File: config.mk
export PLATFORM = sky130hd
export DESIGN_NAME = lid_link_decoder
export DESIGN_NICKNAME = d
export VERILOG_FILES = /design/src/hw/lid_pkg.sv /design/src/hw/lid_link_decoder.sv
export SDC_FILE = /design/constraint.sdc
export NUM_CORES = 1
export LEC_CHECK = 0
export ABC_AREA = 0
export BUFFER_PORTS_ARGS = -buffer_cell sky130_fd_sc_hd__clkbuf_2
export CORE_ASPECT_RATIO = 1.4
export CORE_MARGIN = 5
export CORE_UTILIZATION = 30
export DETAILED_ROUTE_END_ITERATION = 8
export PLACE_DENSITY_LB_ADDON = 0.1
export SETUP_SLACK_MARGIN = 0.15
export SYNTH_ARGS = -nofsm -noshare
export SYNTH_HDL_FRONTEND = slang
export SYNTH_SLANG_ARGS = --single-unit
File: constraint.sdc
create_clock -name aclk -period 5.8 [get_ports aclk]
set_input_delay 1.45 -clock aclk [delete_from_list [all_inputs] [get_ports aclk]]
set_output_delay 1.45 -clock aclk [all_outputs]
set_load 0.01 [all_outputs]
File: src/hw/lid_pkg.sv
// package for the link instruction decoder
package lid_pkg;
   // ****************
   // timing
   // ****************
   localparam int CLK_PERIOD_NS = 10;
   localparam int MS_NS = 1000000;
   localparam int MS_CYCLES = MS_NS / CLK_PERIOD_NS;
   // ****************
   // register offsets
   // ****************
   localparam logic [7:0] ADDR_REQ = 8'h00;
   localparam logic [7:0] ADDR_REPLY = 8'h04;
   localparam logic [7:0] ADDR_IRQ_STAT = 8'h08;
   localparam logic [7:0] ADDR_IRQ_MASK = 8'h0c;
   localparam logic [7:0] ADDR_CONFIG = 8'h10;
   localparam logic [7:0] ADDR_STATE = 8'h14;
   // ****************
   // fields and resets
   // ****************
   localparam int REQ_W = 25;
   localparam int CFG_SPD_BIT = 16;
   localparam int CFG_EXT01_BIT = 17;
   localparam int CFG_DISP100_BIT = 18;
   localparam int RUN_FWD_BIT = 1;
   localparam int RUN_REV_BIT = 2;
   localparam int IRQ_DONE_BIT = 0;
   localparam int IRQ_ERR_BIT = 1;
   localparam int IRQ_TMO_BIT = 2;
   localparam logic [31:0] CFG_RST = 32'h0000_0000;
   localparam logic [7:0] SSEL_RST = 8'h01;
   localparam logic [1:0] MODE_RST = 2'h1;
   localparam logic [1:0] RESP_OKAY = 2'h0;
   localparam logic [1:0] RESP_SLVERR = 2'h2;
   // ****************
   // instruction codes and data
   // ****************
   localparam logic [7:0] C_MODE_RD = 8'h7b;
   localparam logic [7:0] C_MODE_WR = 8'hfb;
   localparam logic [7:0] C_FREQ = 8'h6f;
   localparam logic [7:0] C_CUR = 8'h70;
   localparam logic [7:0] C_VOLT = 8'h71;
   localparam logic [7:0] C_SPEC = 8'h72;
   localparam logic [7:0] C_SSEL_RD = 8'h73;
   localparam logic [7:0] C_SSEL_WR = 8'hf3;
   localparam logic [7:0] C_FH_FIRST = 8'h74;
   localparam logic [7:0] C_FH_LAST = 8'h77;
   localparam logic [7:0] C_RUNX = 8'hf9;
   localparam logic [7:0] C_RUN = 8'hfa;
   localparam logic [7:0] C_STATX = 8'h79;
   localparam logic [7:0] C_STAT = 8'h7a;
   localparam logic [15:0] MODE_MAX = 16'h0002;
   localparam logic [15:0] SSEL_MIN = 16'h0001;
   localparam logic [15:0] SSEL_MAX = 16'h0040;
   // ****************
   // carriers
   // ****************
   typedef struct packed {
      logic bad;
      logic [7:0] code;
      logic [15:0] data;
   } lid_req_s;
   typedef struct packed {
      logic err;
      logic six;
      logic [23:0] data;
   } lid_rep_s;
endpackage

File: src/hw/lid_link_decoder.sv
// link instruction decoder with axi4-lite register access
`timescale 1ns/10ps
// Summary of operation
// (RULE_01) one exchange per host request, never unprompted
// (RULE_02) silent link past interval: alarm stop
// (RULE_03) coast stop input forces coasting stop
// (RULE_04) host sets check interval before running
// (RULE_05) host finishes link setup before commands
// (RULE_06) mode read 7b, write fb, 0..2
// (RULE_07) 6f returns output frequency, 0.01 hz
// (RULE_08) fine speed setting gives six-digit frequency
// (RULE_09) display select 100: stopped shows set frequency; with fine speed setting 6f returns mon_fine_freq instead
// (RULE_10) 70 returns output current, 0.01 a
// (RULE_11) 71 returns output voltage, 0.1 v
// (RULE_12) 72 returns selected special monitor value
// (RULE_13) selection read 73, write f3, 01..40
// (RULE_14) 74..77 give fault pairs, newer low
// (RULE_15) f9/fa set run command inputs
// (RULE_16) 79/7a return drive output status
// (RULE_17) request with data error is rejected
// (RULE_18) characters: start, 7/8 data, parity, stops; the decoder takes only a data error flag, request bit 24
// (RULE_19) unknown code gets error, nothing changes
module lid_link_decoder
   import lid_pkg::*;
#(
   parameter int MS_TICKS = MS_CYCLES
)
(
   input wire logic aclk,
   input wire logic aresetn,
   input wire logic [7:0] awaddr,
   input wire logic awvalid,
   output logic awready,
   input wire logic [31:0] wdata,
   input wire logic [3:0] wstrb,
   input wire logic wvalid,
   output logic wready,
   output logic [1:0] bresp,
   output logic bvalid,
   input wire logic bready,
   input wire logic [7:0] araddr,
   input wire logic arvalid,
   output logic arready,
   output logic [31:0] rdata,
   output logic [1:0] rresp,
   output logic rvalid,
   input wire logic rready,
   input wire logic [15:0] mon_out_freq,
   input wire logic [15:0] mon_set_freq,
   input wire logic [23:0] mon_fine_freq,
   input wire logic [15:0] mon_current,
   input wire logic [15:0] mon_voltage,
   input wire logic [23:0] mon_special,
   input wire logic [63:0] fault_hist,
   input wire logic [15:0] drive_status,
   input wire logic drive_running,
   input wire logic coast_stop_input,
   output logic irq,
   output logic forward_run_input,
   output logic reverse_run_input,
   output logic [15:0] run_cmd,
   output logic [1:0] op_mode,
   output logic [7:0] special_sel,
   output logic link_timeout_alarm,
   output logic motor_enable
);
   localparam int MSW = $clog2(MS_TICKS + 1);
   logic coast_meta, coast_sync, req_go;
   logic [31:0] req_word, cfg;
   logic [2:0] irq_stat, irq_mask;
   logic [MSW-1:0] ms_cnt;
   logic [15:0] ivl_cnt;
   lid_rep_s rep, next_rep;
   lid_req_s rq;
   logic do_mode, do_ssel, do_runx, do_run, known;

   function automatic logic [31:0] merge(input logic [31:0] old, input logic [31:0] nw, input logic [3:0] st);
      for (int i = 0; i < 4; i++)
      begin
         if (st[i])
            old[8*i +: 8] = nw[8*i +: 8];
      end
      return old;
   endfunction

   // ****************
   // coast stop synchroniser
   // ****************
   always_ff @(posedge aclk)
   begin
      if (!aresetn)
      begin
         coast_meta <= 1'b0;
         coast_sync <= 1'b0;
      end
      else
      begin
         coast_meta <= coast_stop_input;
         coast_sync <= coast_meta;
      end
   end

   // ****************
   // axi4-lite slave
   // ****************
   wire next_wacc = ~awready & awvalid & wvalid & ~bvalid;
   wire wr_go = awready & awvalid & wvalid;
   wire wr_req = awaddr == ADDR_REQ;
   wire wr_mask = awaddr == ADDR_IRQ_MASK;
   wire wr_cfg = awaddr == ADDR_CONFIG;
   wire wr_hit = wr_req | wr_mask | wr_cfg;
   wire next_racc = ~arready & arvalid & ~rvalid;
   wire rd_go = arready & arvalid;
   wire rd_stat = araddr == ADDR_IRQ_STAT;
   wire rd_hit = araddr == ADDR_REQ || araddr == ADDR_REPLY || rd_stat || araddr == ADDR_IRQ_MASK
                 || araddr == ADDR_CONFIG || araddr == ADDR_STATE;
   wire [31:0] state_word = {4'h0, coast_sync, link_timeout_alarm, special_sel, op_mode, run_cmd};
   wire [31:0] rd_mux = araddr == ADDR_REQ ? req_word :
                        araddr == ADDR_REPLY ? {6'h0, rep} :
                        rd_stat ? {29'h0, irq_stat} :
                        araddr == ADDR_IRQ_MASK ? {29'h0, irq_mask} :
                        araddr == ADDR_CONFIG ? cfg :
                        araddr == ADDR_STATE ? state_word : 32'h0;

   always_ff @(posedge aclk)
   begin
      if (!aresetn)
      begin
         awready <= 1'b0;
         wready <= 1'b0;
         bvalid <= 1'b0;
         bresp <= RESP_OKAY;
         arready <= 1'b0;
         rvalid <= 1'b0;
         rresp <= RESP_OKAY;
         rdata <= 32'h0;
      end
      else
      begin
         awready <= next_wacc;
         wready <= next_wacc;
         if (wr_go)
            bresp <= wr_hit ? RESP_OKAY : RESP_SLVERR;
         bvalid <= wr_go | (bvalid & ~bready);
         arready <= next_racc;
         if (rd_go)
         begin
            rdata <= rd_mux;
            rresp <= rd_hit ? RESP_OKAY : RESP_SLVERR;
         end
         rvalid <= rd_go | (rvalid & ~rready);
      end
   end

   // ****************
   // writable registers
   // ****************
   always_ff @(posedge aclk)
   begin
      if (!aresetn)
      begin
         req_word <= 32'h0;
         cfg <= CFG_RST;
         irq_mask <= 3'h0;
         req_go <= 1'b0;
      end
      else
      begin
         if (wr_go & wr_req)
            req_word <= merge(req_word, wdata, wstrb);
         if (wr_go & wr_cfg)
            cfg <= merge(cfg, wdata, wstrb);
         if (wr_go & wr_mask & wstrb[0])
            irq_mask <= wdata[2:0];
         req_go <= wr_go & wr_req; // see RULE_01
      end
   end

   // ****************
   // instruction decode
   // ****************
   assign rq = lid_req_s'(req_word[REQ_W-1:0]); // see RULE_18
   wire is_fh = rq.code >= C_FH_FIRST && rq.code <= C_FH_LAST;
   wire [15:0] fh_word = fault_hist[16*rq.code[1:0] +: 16]; // see RULE_14
   wire fine = cfg[CFG_SPD_BIT] & cfg[CFG_EXT01_BIT];
   wire stop_view = cfg[CFG_DISP100_BIT] & ~drive_running;
   wire [15:0] freq4 = stop_view ? mon_set_freq : mon_out_freq; // see RULE_09
   wire mode_ok = rq.data <= MODE_MAX;
   wire ssel_ok = rq.data >= SSEL_MIN && rq.data <= SSEL_MAX;

   always_comb
   begin
      next_rep = '0;
      do_mode = 1'b0;
      do_ssel = 1'b0;
      do_runx = 1'b0;
      do_run = 1'b0;
      known = 1'b1;
      case (rq.code)
         C_MODE_RD: next_rep.data = {22'h0, op_mode}; // see RULE_06
         C_MODE_WR:
         begin
            do_mode = mode_ok; // see RULE_06
            next_rep.err = ~mode_ok;
         end
         C_FREQ:
         begin
            next_rep.six = fine; // see RULE_08
            next_rep.data = fine ? mon_fine_freq : {8'h0, freq4}; // see RULE_07
         end
         C_CUR: next_rep.data = {8'h0, mon_current}; // see RULE_10
         C_VOLT: next_rep.data = {8'h0, mon_voltage}; // see RULE_11
         C_SPEC:
         begin
            next_rep.six = fine;
            next_rep.data = fine ? mon_special : {8'h0, mon_special[15:0]}; // see RULE_12
         end
         C_SSEL_RD: next_rep.data = {16'h0, special_sel}; // see RULE_13
         C_SSEL_WR:
         begin
            do_ssel = ssel_ok; // see RULE_13
            next_rep.err = ~ssel_ok;
         end
         C_RUNX: do_runx = 1'b1; // see RULE_15
         C_RUN: do_run = 1'b1; // see RULE_15
         C_STATX: next_rep.data = {8'h0, drive_status}; // see RULE_16
         C_STAT: next_rep.data = {16'h0, drive_status[7:0]}; // see RULE_16
         default:
         begin
            known = is_fh;
            next_rep.data = {8'h0, fh_word};
            if (!is_fh)
            begin
               next_rep = '0;
               next_rep.err = 1'b1; // see RULE_19
            end
         end
      endcase
      if (rq.bad)
      begin
         next_rep = '0;
         next_rep.err = 1'b1; // see RULE_17
         do_mode = 1'b0;
         do_ssel = 1'b0;
         do_runx = 1'b0;
         do_run = 1'b0;
      end
   end

   // ****************
   // link watchdog and stop control
   // ****************
   wire ms_tick = ms_cnt == MSW'(MS_TICKS - 1);
   wire link_ok = req_go & ~rq.bad;
   wire timeout_hit = cfg[15:0] != 16'h0 && ivl_cnt >= cfg[15:0] && ~link_timeout_alarm; // see RULE_02
   wire stop_all = coast_sync | timeout_hit | link_timeout_alarm; // see RULE_03
   wire [15:0] next_run = stop_all ? 16'h0 :
                          req_go & do_runx ? rq.data :
                          req_go & do_run ? {8'h0, rq.data[7:0]} : run_cmd; // see RULE_15
   wire [2:0] irq_ev = {timeout_hit, req_go & next_rep.err, req_go};
   wire [2:0] next_stat = (rd_go & rd_stat ? 3'h0 : irq_stat) | irq_ev;

   always_ff @(posedge aclk)
   begin
      if (!aresetn)
      begin
         ms_cnt <= '0;
         ivl_cnt <= 16'h0;
         link_timeout_alarm <= 1'b0;
         motor_enable <= 1'b0;
         run_cmd <= 16'h0;
         forward_run_input <= 1'b0;
         reverse_run_input <= 1'b0;
         irq_stat <= 3'h0;
         irq <= 1'b0;
      end
      else
      begin
         ms_cnt <= ms_tick ? '0 : ms_cnt + 1'b1;
         if (link_ok | coast_sync | (cfg[15:0] == 16'h0))
            ivl_cnt <= 16'h0;
         else if (ms_tick && ivl_cnt != 16'hffff)
            ivl_cnt <= ivl_cnt + 16'h1;
         link_timeout_alarm <= ~coast_sync & (link_timeout_alarm | timeout_hit); // see RULE_02
         motor_enable <= ~stop_all; // see RULE_03
         run_cmd <= next_run;
         forward_run_input <= next_run[RUN_FWD_BIT];
         reverse_run_input <= next_run[RUN_REV_BIT];
         irq_stat <= next_stat;
         irq <= |(next_stat & irq_mask);
      end
   end

   // ****************
   // reply and settings
   // ****************
   always_ff @(posedge aclk)
   begin
      if (!aresetn)
      begin
         rep <= '0;
         op_mode <= MODE_RST;
         special_sel <= SSEL_RST;
      end
      else if (req_go)
      begin
         rep <= next_rep; // see RULE_01
         if (do_mode)
            op_mode <= rq.data[1:0];
         if (do_ssel)
            special_sel <= rq.data[7:0];
      end
   end
endmodule // lid_link_decoder

# Yosys cells after proc, flatten, opt, wreduce, memory -nomap -nowiden
# Index checks and enable logic that the tools add are counted.
[totals]
register_bits = 203
input_bits = 253
word_cells = 172
output_inout_bits = 72
[classes]
n_bitwise = 47
n_mux = 28
shift = 1
n_reduce_logical = 33
order_cmp = 6
n_eq_ne = 21
add_sub_neg = 2
[ops]
columns = ["op", "count"]
rows = [
  ["$pmux W24 S9", 1],
  ["$mux W32", 5],
  ["$eq A8 B7 Y1 const B", 8],
  ["$shiftx A64 B7 Y16", 1],
  ["$mux W26", 2],
  ["$mux W16", 3],
  ["$mux W24", 2],
  ["$eq A8 B8 Y1 const B", 4],
  ["$mux W28", 1],
  ["$eq A8 B4 Y1 const B", 3],
  ["$eq A8 B5 Y1 const B", 3],
  ["$and A1 B1 Y1", 22],
  ["$reduce_and A2 Y1", 10],
  ["$reduce_or A10 Y1", 2],
  ["$add A17 B1 Y17 const B", 1],
  ["$eq A17 B17 Y1 const B", 1],
  ["$add A16 B1 Y16 const B", 1],
  ["$ge A16 B1 Y1 const B", 1],
  ["$ge A16 B16 Y1", 1],
  ["$le A16 B2 Y1 const B", 1],
  ["$le A16 B7 Y1 const B", 1],
  ["$logic_not A16 Y1", 1],
  ["$logic_not A8 Y1", 2],
  ["$ne A16 B16 Y1 const B", 1],
  ["other kinds (19)", 60],
]

# Longest topological paths before layout
# Gate-level depths: netlist (run 1).
[depth]
word_depth = 10
mapped_depth = 9

# Worst setup path before layout (run 1)
# Ideal clock, no wire load.
[synth_path]
kind = "input to register"
from = "input port araddr[3]"
to = "register irq"
required_ps = 5684
path_buffers = 1
setup_ps = 116
t_arrival_ps = 2953
stages = 7
setup_slack_ps = 2731
path_cell_list = "clkbuf_1 -> and3_1 -> nand4b_1 -> o21ba_2 -> a221o_1 -> a211o_1 -> a41o_1"
[synth_via]
elab_chain_cells = 6
[synth_lines]
columns = ["element", "line", "text"]
rows = [
  ["start: declaration", "lid_link_decoder.sv:41", "input wire logic [7:0] araddr,"],
  ["$eq A8 B4 Y1", "lid_link_decoder.sv:114", "wire rd_stat = araddr == ADDR_IRQ_STAT;"],
  ["$and A1 B1 Y1", "lid_link_decoder.sv:261", "wire [2:0] next_stat = (rd_go & rd_stat ? 3'h0 : irq_stat) | irq_ev;"],
  ["$mux W3", "lid_link_decoder.sv:261", ""],
  ["$or A3 B3 Y3", "lid_link_decoder.sv:261", ""],
  ["$and A3 B3 Y3", "lid_link_decoder.sv:290", "irq <= |(next_stat & irq_mask);"],
  ["$reduce_or A3 Y1", "lid_link_decoder.sv:290", ""],
  ["end signal: assignment", "lid_link_decoder.sv:290", ""],
  ["end: declaration", "lid_link_decoder.sv:58", "output logic irq,"],
]
# No other way between the ends.
# A chain may end at the register's enable or synchronous reset.

# Worst setup path after layout (run 1)
[layout_path]
from = "input port awaddr[0]"
to = "register req_word[10]"
[layout_via]
elab_chain_cells = 3
[layout_lines]
columns = ["element", "line", "text"]
rows = [
  ["start: declaration", "lid_link_decoder.sv:31", "input wire logic [7:0] awaddr,"],
  ["$logic_not A8 Y1", "lid_link_decoder.sv:108", "wire wr_req = awaddr == ADDR_REQ;"],
  ["$and A1 B1 Y1", "lid_link_decoder.sv:169", "if (wr_go & wr_req)"],
  ["$reduce_and A2 Y1 (no source line)", "n/a", ""],
  ["end signal: assignment", "lid_link_decoder.sv:170", "req_word <= merge(req_word, wdata, wstrb);"],
  ["end: declaration", "lid_link_decoder.sv:69", "logic [31:0] req_word, cfg;"],
]
# No other way between the ends.

==> metrics, run 1 <==
die width around 170 um; layout cells sized above 1 0.2753; Die H about 230 um; first-pass GRT wire length 61.22 mm; logic gate share of total power 0.076; CTS-repair resized insts 0; cts bufs inserted 17; Netlist cell types 75; worst slack, placed between 1.5 and 2 ns; Post-Synthesis Cells 1,239; sequential cell area fraction in the yosys report 0.3764; Synth Area per Inst 8.541 sq um; FF+latch count, synth ~200; met1 usage 0.2432; clock edge transition at the registers on the reported setup and hold paths 0.08 ns; clock tree from TritonCTS yes; maximum clock rate about 280 MHz; endpoint required time on the critical path slightly above 6 ns; total vias in the final route between 10k and 15k; met3 usage in global routing 0.03610; pin count of the biggest net entering global routing between 90 and 100; IO Pins ~330; post-synth top area cell sky130_fd_sc_hd__dfxtp_1; remaining antenna violation count after routing 0; Tcrit/Tclk final 0.6094; clock latency on the worst-skew pair between 0.4 and 0.5 ns; setup TNS 0 ns; Worst Hold Depth 1; Slew @ Worst Pin 1.091 ns; worst reg2reg path depth 8; buffer depth of the longest clock path 2; critical path class input port to register; FF+latch area approximately 0.0040 sq mm; clock network fraction of design power 0.439; yosys warns 0; smallest setup slack after layout around 2.3 ns; Cell Int Power 2.173 mW; Pwr Density between 200 and 250 mW/mm^2; Layout area overhead 23.78%; kind of start point of the critical path input port; area of the multi-input gates between 0.006 and 0.007 sq mm; first-iteration detailed-routing DRC count around 650; number of maximum-capacitance violations 0; number of port buffers 322; number of detailed-route iterations in the first pass 5; Final GP Congestion 0.8434; RSZ-0062 raised after global routing false; hold buffers post-CTS 0; Detailed Place HPWL roughly 30 mm; switching part of the total power 0.2419; core footprint about 0.035 sq mm; cell row count 81; most area-consuming cells after synthesis sky130_fd_sc_hd__dfxtp_1, sky130_fd_sc_hd__mux2i_1, sky130_fd_sc_hd__a21oi_1; Static Leakage ~5.1 nW; count of final max-slew check failures 0; Total Power Consumption approximately 2.9 mW; final routed wirelength across all metal layers about 40 mm; library cell with the highest instance count after synthesis sky130_fd_sc_hd__dfxtp_1; worst ir drop on vdd 0.1831 mV; Post-Place Cell Area approximately 0.012 sq mm; kind of capture point of the worst setup path register; Worst slew margin 0.2723; Fill cells 3,723; Post-Syn Area 0.01058 sq mm; cell types with the highest counts after synthesis sky130_fd_sc_hd__dfxtp_1, sky130_fd_sc_hd__nand2_1, sky130_fd_sc_hd__a21oi_1, sky130_fd_sc_hd__nor2_1, sky130_fd_sc_hd__nand3_1; NetSw ~690 uW; count of flip-flops with a built-in enable after synthesis 0; count of antenna diodes in the layout 0; final layout net count approximately 1.8k; met2 GRT Util 0.3580; average wire per standard cell approximately 20 um; global routing's busiest layer met2; final-report setup violation count 0; # H-tree levels 4; number of global-route vias before repair approximately 10k; final worst path period need ~3.5 ns; Hold Crit Class register to register; signal arrival time at the worst endpoint just under 4 ns; count of buffers added by post-CTS timing repair for setup 0; area share of the largest cell type after synthesis 0.3764; post-route clock skew 0.01210 ns; number of antenna violations at the first check in global routing 0; clock sink count 199; sequential share of power 0.485; outcome complete, no violations; CTS Root Cell sky130_fd_sc_hd__clkbuf_16; detailed-route vias per instance 5.191; final instance area roughly 0.013 sq mm; Async S/R FF share, synth 0; Die Outline Area slightly below 0.04 sq mm; number of remaining DRC errors 0; peak fanout along the critical path 21; initial core utilization 0.3035; top_reg_cell synth sky130_fd_sc_hd__dfxtp_1; final hold violation count 0; overall global routing resource usage 0.2006; overall overflow remaining after global route 0
logic make-up (layout without fill, tap and decap cells):
kind of cell	Yosys count	after routing	synth area share
AO/OA/AOI/OAI	353	353	0.2242
multiplexers	77	77	0.09730
flip-flops	199	199	0.3764
AND/OR/NAND/NOR	431	431	0.2055
buffers and inverters	135	406	0.05427
XOR/XNOR	25	25	0.02069
adder cells (fa/ha/maj)	18	18	0.02128
other	1	2	0.0003544
worst max-delay path: stages:
cell and delay (ns):
sky130_fd_sc_hd__clkbuf_2 0.07, sky130_fd_sc_hd__or4_1 0.54, sky130_fd_sc_hd__nor3_1 0.22, sky130_fd_sc_hd__and3b_1 0.79, sky130_fd_sc_hd__buf_4 0.35, sky130_fd_sc_hd__nand2_1 0.22, sky130_fd_sc_hd__nand2_1 0.12, sky130_fd_sc_hd__a21boi_0 0.09
cells in the final DEF, fill, tap and decap left out, types with 3 or more instances in the layout:
master / n
sky130_fd_sc_hd__nand4b_1: 3
sky130_fd_sc_hd__a211oi_1: 5
sky130_fd_sc_hd__inv_6: 4
sky130_fd_sc_hd__nand2_1: 125
sky130_fd_sc_hd__nand2b_1: 11
sky130_fd_sc_hd__and4_1: 4
sky130_fd_sc_hd__mux4_2: 19
sky130_fd_sc_hd__and2_1: 23
sky130_fd_sc_hd__ha_1: 18
sky130_fd_sc_hd__mux2i_1: 53
sky130_fd_sc_hd__nand3_1: 81
sky130_fd_sc_hd__buf_4: 20
sky130_fd_sc_hd__o21ai_0: 69
sky130_fd_sc_hd__a32o_1: 6
sky130_fd_sc_hd__nor2_1: 85
sky130_fd_sc_hd__mux2_2: 4
sky130_fd_sc_hd__o211ai_1: 3
sky130_fd_sc_hd__inv_1: 33
sky130_fd_sc_hd__a21boi_1: 5
sky130_fd_sc_hd__o32ai_1: 8
sky130_fd_sc_hd__clkbuf_16: 17
sky130_fd_sc_hd__nor3b_1: 5
sky130_fd_sc_hd__a222oi_1: 29
sky130_fd_sc_hd__a221oi_1: 6
sky130_fd_sc_hd__nor3_1: 11
sky130_fd_sc_hd__clkbuf_2: 321
sky130_fd_sc_hd__xor2_1: 13
sky130_fd_sc_hd__nand4_1: 13
sky130_fd_sc_hd__nor4_1: 10
sky130_fd_sc_hd__a22o_1: 7
sky130_fd_sc_hd__a21oi_1: 97
sky130_fd_sc_hd__o2bb2ai_1: 7
sky130_fd_sc_hd__dfxtp_1: 197
sky130_fd_sc_hd__bufinv_16: 3
sky130_fd_sc_hd__a22oi_1: 26
sky130_fd_sc_hd__a21boi_0: 64
sky130_fd_sc_hd__nor2b_1: 21
sky130_fd_sc_hd__or3_1: 6
sky130_fd_sc_hd__xnor2_1: 12
sky130_fd_sc_hd__and3_1: 12
layer usage:
metal / vias up / wire (um)
met4: 0 / 939
met2: 313 / 20290
li1: 5040 / -
met1: 4816 / 16850
met3: 41 / 1971
met5: - / 0
layout make-up:
class | instances | area share
Multi-Input combinational cell | 906 | 0.4627
Sequential cell | 199 | 0.3043
Clock buffer | 19 | 0.03305
Clock inverter | 13 | 0.01280
Inverter | 33 | 0.009457
Tap cell | 456 | 0.04356
Timing Repair Buffer | 341 | 0.1341
state kept, by name (all words and copies together), names as in the netlist, 2 cells and up:
name         flops
irq_stat         3
special_sel      8
ms_cnt          17
ivl_cnt         16
rep             26
op_mode          2
rdata           32
req_word        32
run_cmd         15
cfg             32
irq_mask         3
metrics by stage:
| stage | util | cells | hold WS [ns] |
|---|---|---|---|
| after global routing | 0.3757 | 1967 | 0.4682 |
| final | 0.3757 | 1967 | 0.4391 |
| after detailed placement | 0.3585 | 1935 | 0.4212 |
| after CTS | 0.3757 | 1967 | 0.4352 |
| after global placement | 0.3585 | 1935 | 0.4224 |
| after floorplan | - | 1240 | 0.4119 |
worst paths after layout:
kind	from	endpoint	slack (ns)
max	awaddr[0]	req_word[10]$_SDFFE_PN0P_	2.27
max reg2reg	req_word[17]$_SDFFE_PN0P_	rep[1]$_SDFFE_PN0P_	2.86
min reg2reg	coast_meta$_SDFF_PN0_	coast_sync$_SDFF_PN0_	0.44
min	coast_meta$_SDFF_PN0_	coast_sync$_SDFF_PN0_	0.44
power by group through the flow:
stage	clock network [mW]	registers [mW]	logic, mW
3_5_place_dp	0	1.42	0.220
4_1_cts	1.29	1.39	0.221
2_1_floorplan	0	1.43	0.0808
6_report	1.26	1.39	0.218
5_1_grt	1.34	1.39	0.241
3_3_place_gp	0	1.42	0.221
Note: power is estimated with default switching activity, not from simulation.
==> run 2, diff against run 1 <==
Clock period 5.8 ns to 3.2 ns, I/O delays scaled along.
==> run 2 against run 1 <==
Largest cell class unchanged; largest power group unchanged; clock skew shrank 0.00076 ns; sequential share of layout area shrank 0.46 points; highest routed layer unchanged; combinational power grew 83%; total power grew 89%; global-route usage shrank 0.24 points; clock-buffer cell count grew 4; cell count grew 0.61%; non-clock buffer count grew 13; utilization grew 0.58 points; via count grew 0.73%; register-to-register slack lost 2.0 ns; routed wire length shrank 1.1%.
==> metrics, run 2 (synthesized netlist as in run 1, its figures left out) <==
outcome complete, no violations; number of remaining DRC errors 0 (unchanged); clock edge transition at the registers on the reported setup and hold paths 0.07 ns (about the same); post-route clock skew 0.01134 ns (-0.0007583 ns); pin count of the biggest net entering global routing 53 (-43%); buffer depth of the longest clock path 2 (unchanged); total vias in the final route 10.29k (+0.73%); count of buffers added by post-CTS timing repair for setup 0 (unchanged); overall global routing resource usage 0.1982 (-0.002429); average wire per standard cell 20.02 um (-1.7%); startpoint of the lowest-slack register-to-register path cfg[13]$_SDFFE_PN0P_; final hold violation count 0 (unchanged); signal arrival time at the worst endpoint 2.71 ns (-1.17 ns); # H-tree levels 4 (unchanged); initial core utilization 0.3035 (unchanged); kind of capture point of the worst setup path register; final layout net count 1,782 (+0.73%); cell row count 81 (unchanged); post-route worst hold slack 0.4272 ns (-0.01182 ns); CTS-repair resized insts 0 (unchanged); critical path class input port to register; clock sink count 199 (unchanged); final-report setup violation count 0 (unchanged); Detailed Place HPWL 31.02 mm (+0.49%); first-pass GRT wire length 60.53 mm (-1.1%); Tcrit/Tclk final 0.7421; Total Power Consumption 5.410 mW (+89%); Hold Crit Class register to register; CTS Root Cell sky130_fd_sc_hd__clkbuf_16; number of global-route vias before repair 10.51k (+0.46%); cts bufs inserted 17 (unchanged); final worst path period need approximately 2.4 ns; remaining antenna violation count after routing 0 (unchanged); first-iteration detailed-routing DRC count 720 (+11%); Worst slew margin 0.3212 (+0.04892); peak fanout along the critical path 5 (-76%); leading registers by flop count cfg: 32 flops, rdata: 32 flops, req_word: 32 flops; register-to-register path setup slack 0.87 ns (-1.99 ns); hold buffers post-CTS 0 (unchanged); number of port buffers 322 (unchanged); Final GP Congestion 0.8499 (+0.77%); setup TNS 0 ns (unchanged); kind of start point of the critical path input port; IO Pins 325 (unchanged); core footprint 0.03486 sq mm (unchanged); worst ir drop on vdd 0.3688 mV (+100%); layout cells sized above 1 0.2797 (+0.004397); clock tree from TritonCTS yes; hold-critical path endpoint coast_sync$_SDFF_PN0_; count of antenna diodes in the layout 0 (unchanged); number of maximum-capacitance violations 0 (unchanged); Slew @ Worst Pin 1.017 ns (-0.07333 ns); Pwr Density 406.8 mW/mm^2 (+86%); Die Outline Area 0.03919 sq mm (unchanged); commonest cells after routing, fill and taps aside sky130_fd_sc_hd__clkbuf_2, sky130_fd_sc_hd__dfxtp_1, sky130_fd_sc_hd__nand2_1, sky130_fd_sc_hd__a21oi_1, sky130_fd_sc_hd__nor2_1; number of antenna violations at the first check in global routing 0 (unchanged); count of final max-slew check failures 0 (unchanged); final routed wirelength across all metal layers 39.61 mm (-1.1%); destination of the worst register-to-register timing path run_cmd[10]$_SDFFE_PP0P_; RSZ-0062 raised after global routing false; detailed-route vias per instance 5.197 (+0.12%); most common cell after layout, fill and taps aside sky130_fd_sc_hd__clkbuf_2; Layout area overhead 25.68%; overall overflow remaining after global route 0 (unchanged); launch point of the worst hold path coast_meta$_SDFF_PN0_; maximum clock rate 421.1 MHz; worst reg2reg path depth 10 (+2); endpoint required time on the critical path 3.54 ns (-2.60 ns); die width 168.7 um (unchanged); number of detailed-route iterations in the first pass 6 (+1); Static Leakage 5.221 nW (+2.1%); Die H 232.2 um (unchanged); clock latency on the worst-skew pair 0.45 ns (about the same); Worst Hold Depth 1 (unchanged)
-- run 2: area by class of cell --
| type | count | area, sq um |
|---|---|---|
| clock buffers | 23 | 478.0 |
| clock inverters | 8 | 192.7 |
| fillers | 3749 | 21560 |
| inverters | 33 | 123.9 |
| multi-input cells | 906 | 6057 |
| flip-flops and latches | 199 | 3986 |
| well taps | 456 | 570.5 |
| repair buffers | 354 | 1892 |
-- run 2: how the worst max path moves through the flow --
stage	startpoint	cells after the start	slack [ns]	endpoint
final	araddr[1]	8	0.83	irq$_SDFF_PN0_
after global routing	req_word[17]$_SDFFE_PN0P_	6	0.64	rep[15]$_SDFFE_PN0P_
after CTS	araddr[1]	8	0.84	irq$_SDFF_PN0_
after detailed placement	araddr[1]	8	0.36	irq$_SDFF_PN0_
after global placement	araddr[1]	8	0.39	irq$_SDFF_PN0_
after floorplan	araddr[3]	7	0.78	irq$_SDFF_PN0_
-- run 2: worst max-delay path: stages --
cell	delay [ns]
sky130_fd_sc_hd__clkbuf_2	0.10
sky130_fd_sc_hd__nor4_2	0.37
sky130_fd_sc_hd__buf_4	0.20
sky130_fd_sc_hd__nand4b_1	0.21
sky130_fd_sc_hd__o21ba_2	0.27
sky130_fd_sc_hd__a221o_1	0.29
sky130_fd_sc_hd__a211o_1	0.27
sky130_fd_sc_hd__a41o_1	0.21
-- run 2: metal layers --
metal / vias up / GRT usage / part of all wire
met5: - / 0 / 0
met3: 39 / 0.03627 / 0.051
li1: 5076 / - / -
met4: 0 / 0.05633 / 0.020
met1: 4835 / 0.2360 / 0.42
met2: 335 / 0.3618 / 0.51
-- run 2: through the flow --
step	worst slack, ns	util	instance area [sq um]	std cells
finish	0.8252	0.3815	13300	1979
global route	0.6394	0.3815	13300	1979
CTS	0.8394	0.3815	13300	1979
detailed placement	0.3627	0.3623	12630	1948
global placement	0.3871	0.3623	12630	1948
floorplan	0.7806	-	10590	1240
-- run 2: report_power, final --
group	switching (mW)	internal [mW]
combinational	0.200	0.199
clock	0.964	1.52
sequential	0.0199	2.50
total	1.18	4.23
==> run 3, diff against run 2 <==
Clock period 3.2 ns to 2.1 ns, I/O delays scaled along.
==> run 3 against run 2 <==
The flow now finishes with violations (setup timing); first-iteration DRC count grew 0.83%; setup slack got worse by 0.85 ns; clock skew decreased by 0.00060 ns; critical path depth is 2 higher; largest cell class unchanged.
==> metrics, run 3 (synthesized netlist as in run 1, its figures left out) <==
outcome complete, but fails checks; violated checks setup timing; leading registers by flop count cfg: 32 flops, rdata: 32 flops, req_word: 32 flops; number of port buffers 322 (unchanged); clock sink count 199 (unchanged); Die Outline Area 0.03919 sq mm (unchanged); worst ir drop on vdd 0.5661 mV (+54%); critical path class register to register; cts bufs inserted 17 (unchanged); # H-tree levels 4 (unchanged); signal arrival time at the worst endpoint 2.48 ns (-0.23 ns); final instance area 0.01495 sq mm (+12%); critical-path cell list inv_1, ha_1, a21oi_1, nor3_1, or3_1, a211oi_2, buf_4, buf_4, nor2_4, a41o_1; Slew @ Worst Pin 0.5549 ns (-0.4626 ns); Final GP Congestion 0.8209 (-3.4%); count of final max-slew check failures 0 (unchanged); count of antenna diodes in the layout 0 (unchanged); die width 168.7 um (unchanged); first-iteration detailed-routing DRC count 726 (+0.83%); layout cells sized above 1 0.3853 (+0.1056); total vias in the final route 10.84k (+5.3%); number of detailed-route iterations in the first pass 7 (+1); endpoint required time on the critical path 2.45 ns (-1.09 ns); CP max-delay cell sky130_fd_sc_hd__dfxtp_2; initial core utilization 0.3035 (unchanged); Die H 232.2 um (unchanged); overall overflow remaining after global route 0 (unchanged); number of antenna violations at the first check in global routing 0 (unchanged); overall global routing resource usage 0.2063 (+0.008090); post-route clock skew 0.01074 ns (-0.0005953 ns); first-pass GRT wire length 62.73 mm (+3.6%); clock tree from TritonCTS yes; final-report setup violation count 5 (+5); clock edge transition at the registers on the reported setup and hold paths 0.08 ns (about the same); number of maximum-capacitance violations 0 (unchanged); Layout area overhead 41.26%; final layout net count 1,906 (+7.0%); kind of start point of the critical path register; Pwr Density 530.3 mW/mm^2 (+30%); Largest stage delay, worst path 0.34 ns (-0.03 ns); average wire per standard cell 20.04 um (+0.10%); smallest setup slack after layout -0.02685 ns (-0.8521 ns); final routed wirelength across all metal layers 42.16 mm (+6.4%); RSZ-0062 raised after global routing true; maximum clock rate 470.2 MHz; buffer depth of the longest clock path 2 (unchanged); detailed-route vias per instance 5.150 (-0.91%); core footprint 0.03486 sq mm (unchanged); most common cell after layout, fill and taps aside sky130_fd_sc_hd__clkbuf_2; CTS Root Cell sky130_fd_sc_hd__clkbuf_16; CP most frequent cell sky130_fd_sc_hd__buf_4; number of remaining DRC errors 0 (unchanged); remaining antenna violation count after routing 0 (unchanged); pin count of the biggest net entering global routing 61 (+15%); worst slack, placed -0.2674 ns (-0.6301 ns); final worst path period need around 2.1 ns; final hold violation count 0 (unchanged); kind of capture point of the worst setup path register; commonest cells after routing, fill and taps aside sky130_fd_sc_hd__clkbuf_2, sky130_fd_sc_hd__dfxtp_1, sky130_fd_sc_hd__nand2_1, sky130_fd_sc_hd__buf_4, sky130_fd_sc_hd__a21oi_1; Worst slew margin 0.6301 (+0.3088); Tcrit/Tclk final 1.013; Static Leakage 6.048 nW (+16%); IO Pins 325 (unchanged); peak fanout along the critical path 2 (-3); Post-Place Cell Area 0.01360 sq mm (+7.7%); number of global-route vias before repair 10.93k (+3.9%); setup TNS -0.05770 ns (-0.05770 ns); Hold Crit Class input port to register; Detailed Place HPWL 31.98 mm (+3.1%); clock latency on the worst-skew pair 0.46 ns (about the same); cell row count 81 (unchanged); register-to-register path setup slack -0.03 ns (-0.90 ns); post-layout utilization of the core 0.4288 (+0.04730)
-- run 3: cell types whose count changed in the layout (fill, tap and decap cells not counted), moves of 18 or more --
cell and change:
sky130_fd_sc_hd__dfxtp_2 +18, sky130_fd_sc_hd__buf_4 +91, sky130_fd_sc_hd__dfxtp_1 -21, sky130_fd_sc_hd__buf_12 +20
-- run 3: cell type report --
cell class	instances	area (sq um)
clock buffer	17	425.4
inverter	33	123.9
timing repair buffer	478	3204
fill	3578	19910
sequential	199	4020
tap	456	570.5
multi-input combinational	906	6432
clock inverter	15	172.7
-- run 3: critical path, delay by kind of cell (launching register included) --
kind	cells	cell delay [ns]
AOI/OAI and AO/OA	3	0.60
adders and majority gates	1	0.30
buffers and inverters	3	0.36
DFF	1	0.34
and+or+nand+nor	3	0.41
-- run 3: worst paths after layout --
| kind | from | cells past startpoint | to |
|---|---|---|---|
| max | cfg[7]$_SDFFE_PN0P_ | 10 | irq$_SDFF_PN0_ |
| min | coast_stop_input | 2 | coast_meta$_SDFF_PN0_ |
| max reg2reg | cfg[7]$_SDFFE_PN0P_ | 10 | irq$_SDFF_PN0_ |
| min reg2reg | bvalid$_SDFF_PN0_ | 1 | wready$_SDFF_PN0_ |
-- run 3: through the flow --
stage                     total power [mW]  cells  hold slack, ns
final                                7.927   2104          0.2769
after global placement               4.575   2044          0.4229
after CTS                            8.028   2085          0.2495
after detailed placement             4.577   2044          0.4304
after global routing                 8.241   2104          0.2646
after floorplan                      4.165   1240          0.4119
-- run 3: per-layer routing --
metal	GRT usage	share of wire
met2	0.3684	0.51
met4	0.06648	0.029
met3	0.04223	0.049
met1	0.2464	0.41
met5	0	0
-- run 3: report_power, final --
group / switching, mW / internal, mW / total (mW)
sequential: 0.0265 / 3.81 / 3.83
combinational: 0.322 / 0.338 / 0.660
clock: 1.72 / 1.72 / 3.43
-- run 3: repair_timing --
| item | 4_1_cts | 5_1_grt |
|---|---|---|
| endpoints found under the setup margin | 48 | 93 |
| buffers inserted | 8 | 14 |
| resized for setup | 49 | 61 |
| pin swaps | 4 | 14 |
| hold buffers | 0 | 0 |
| gates cloned | 1 | 5 |
| hold endpoints to repair | 0 | 0 |
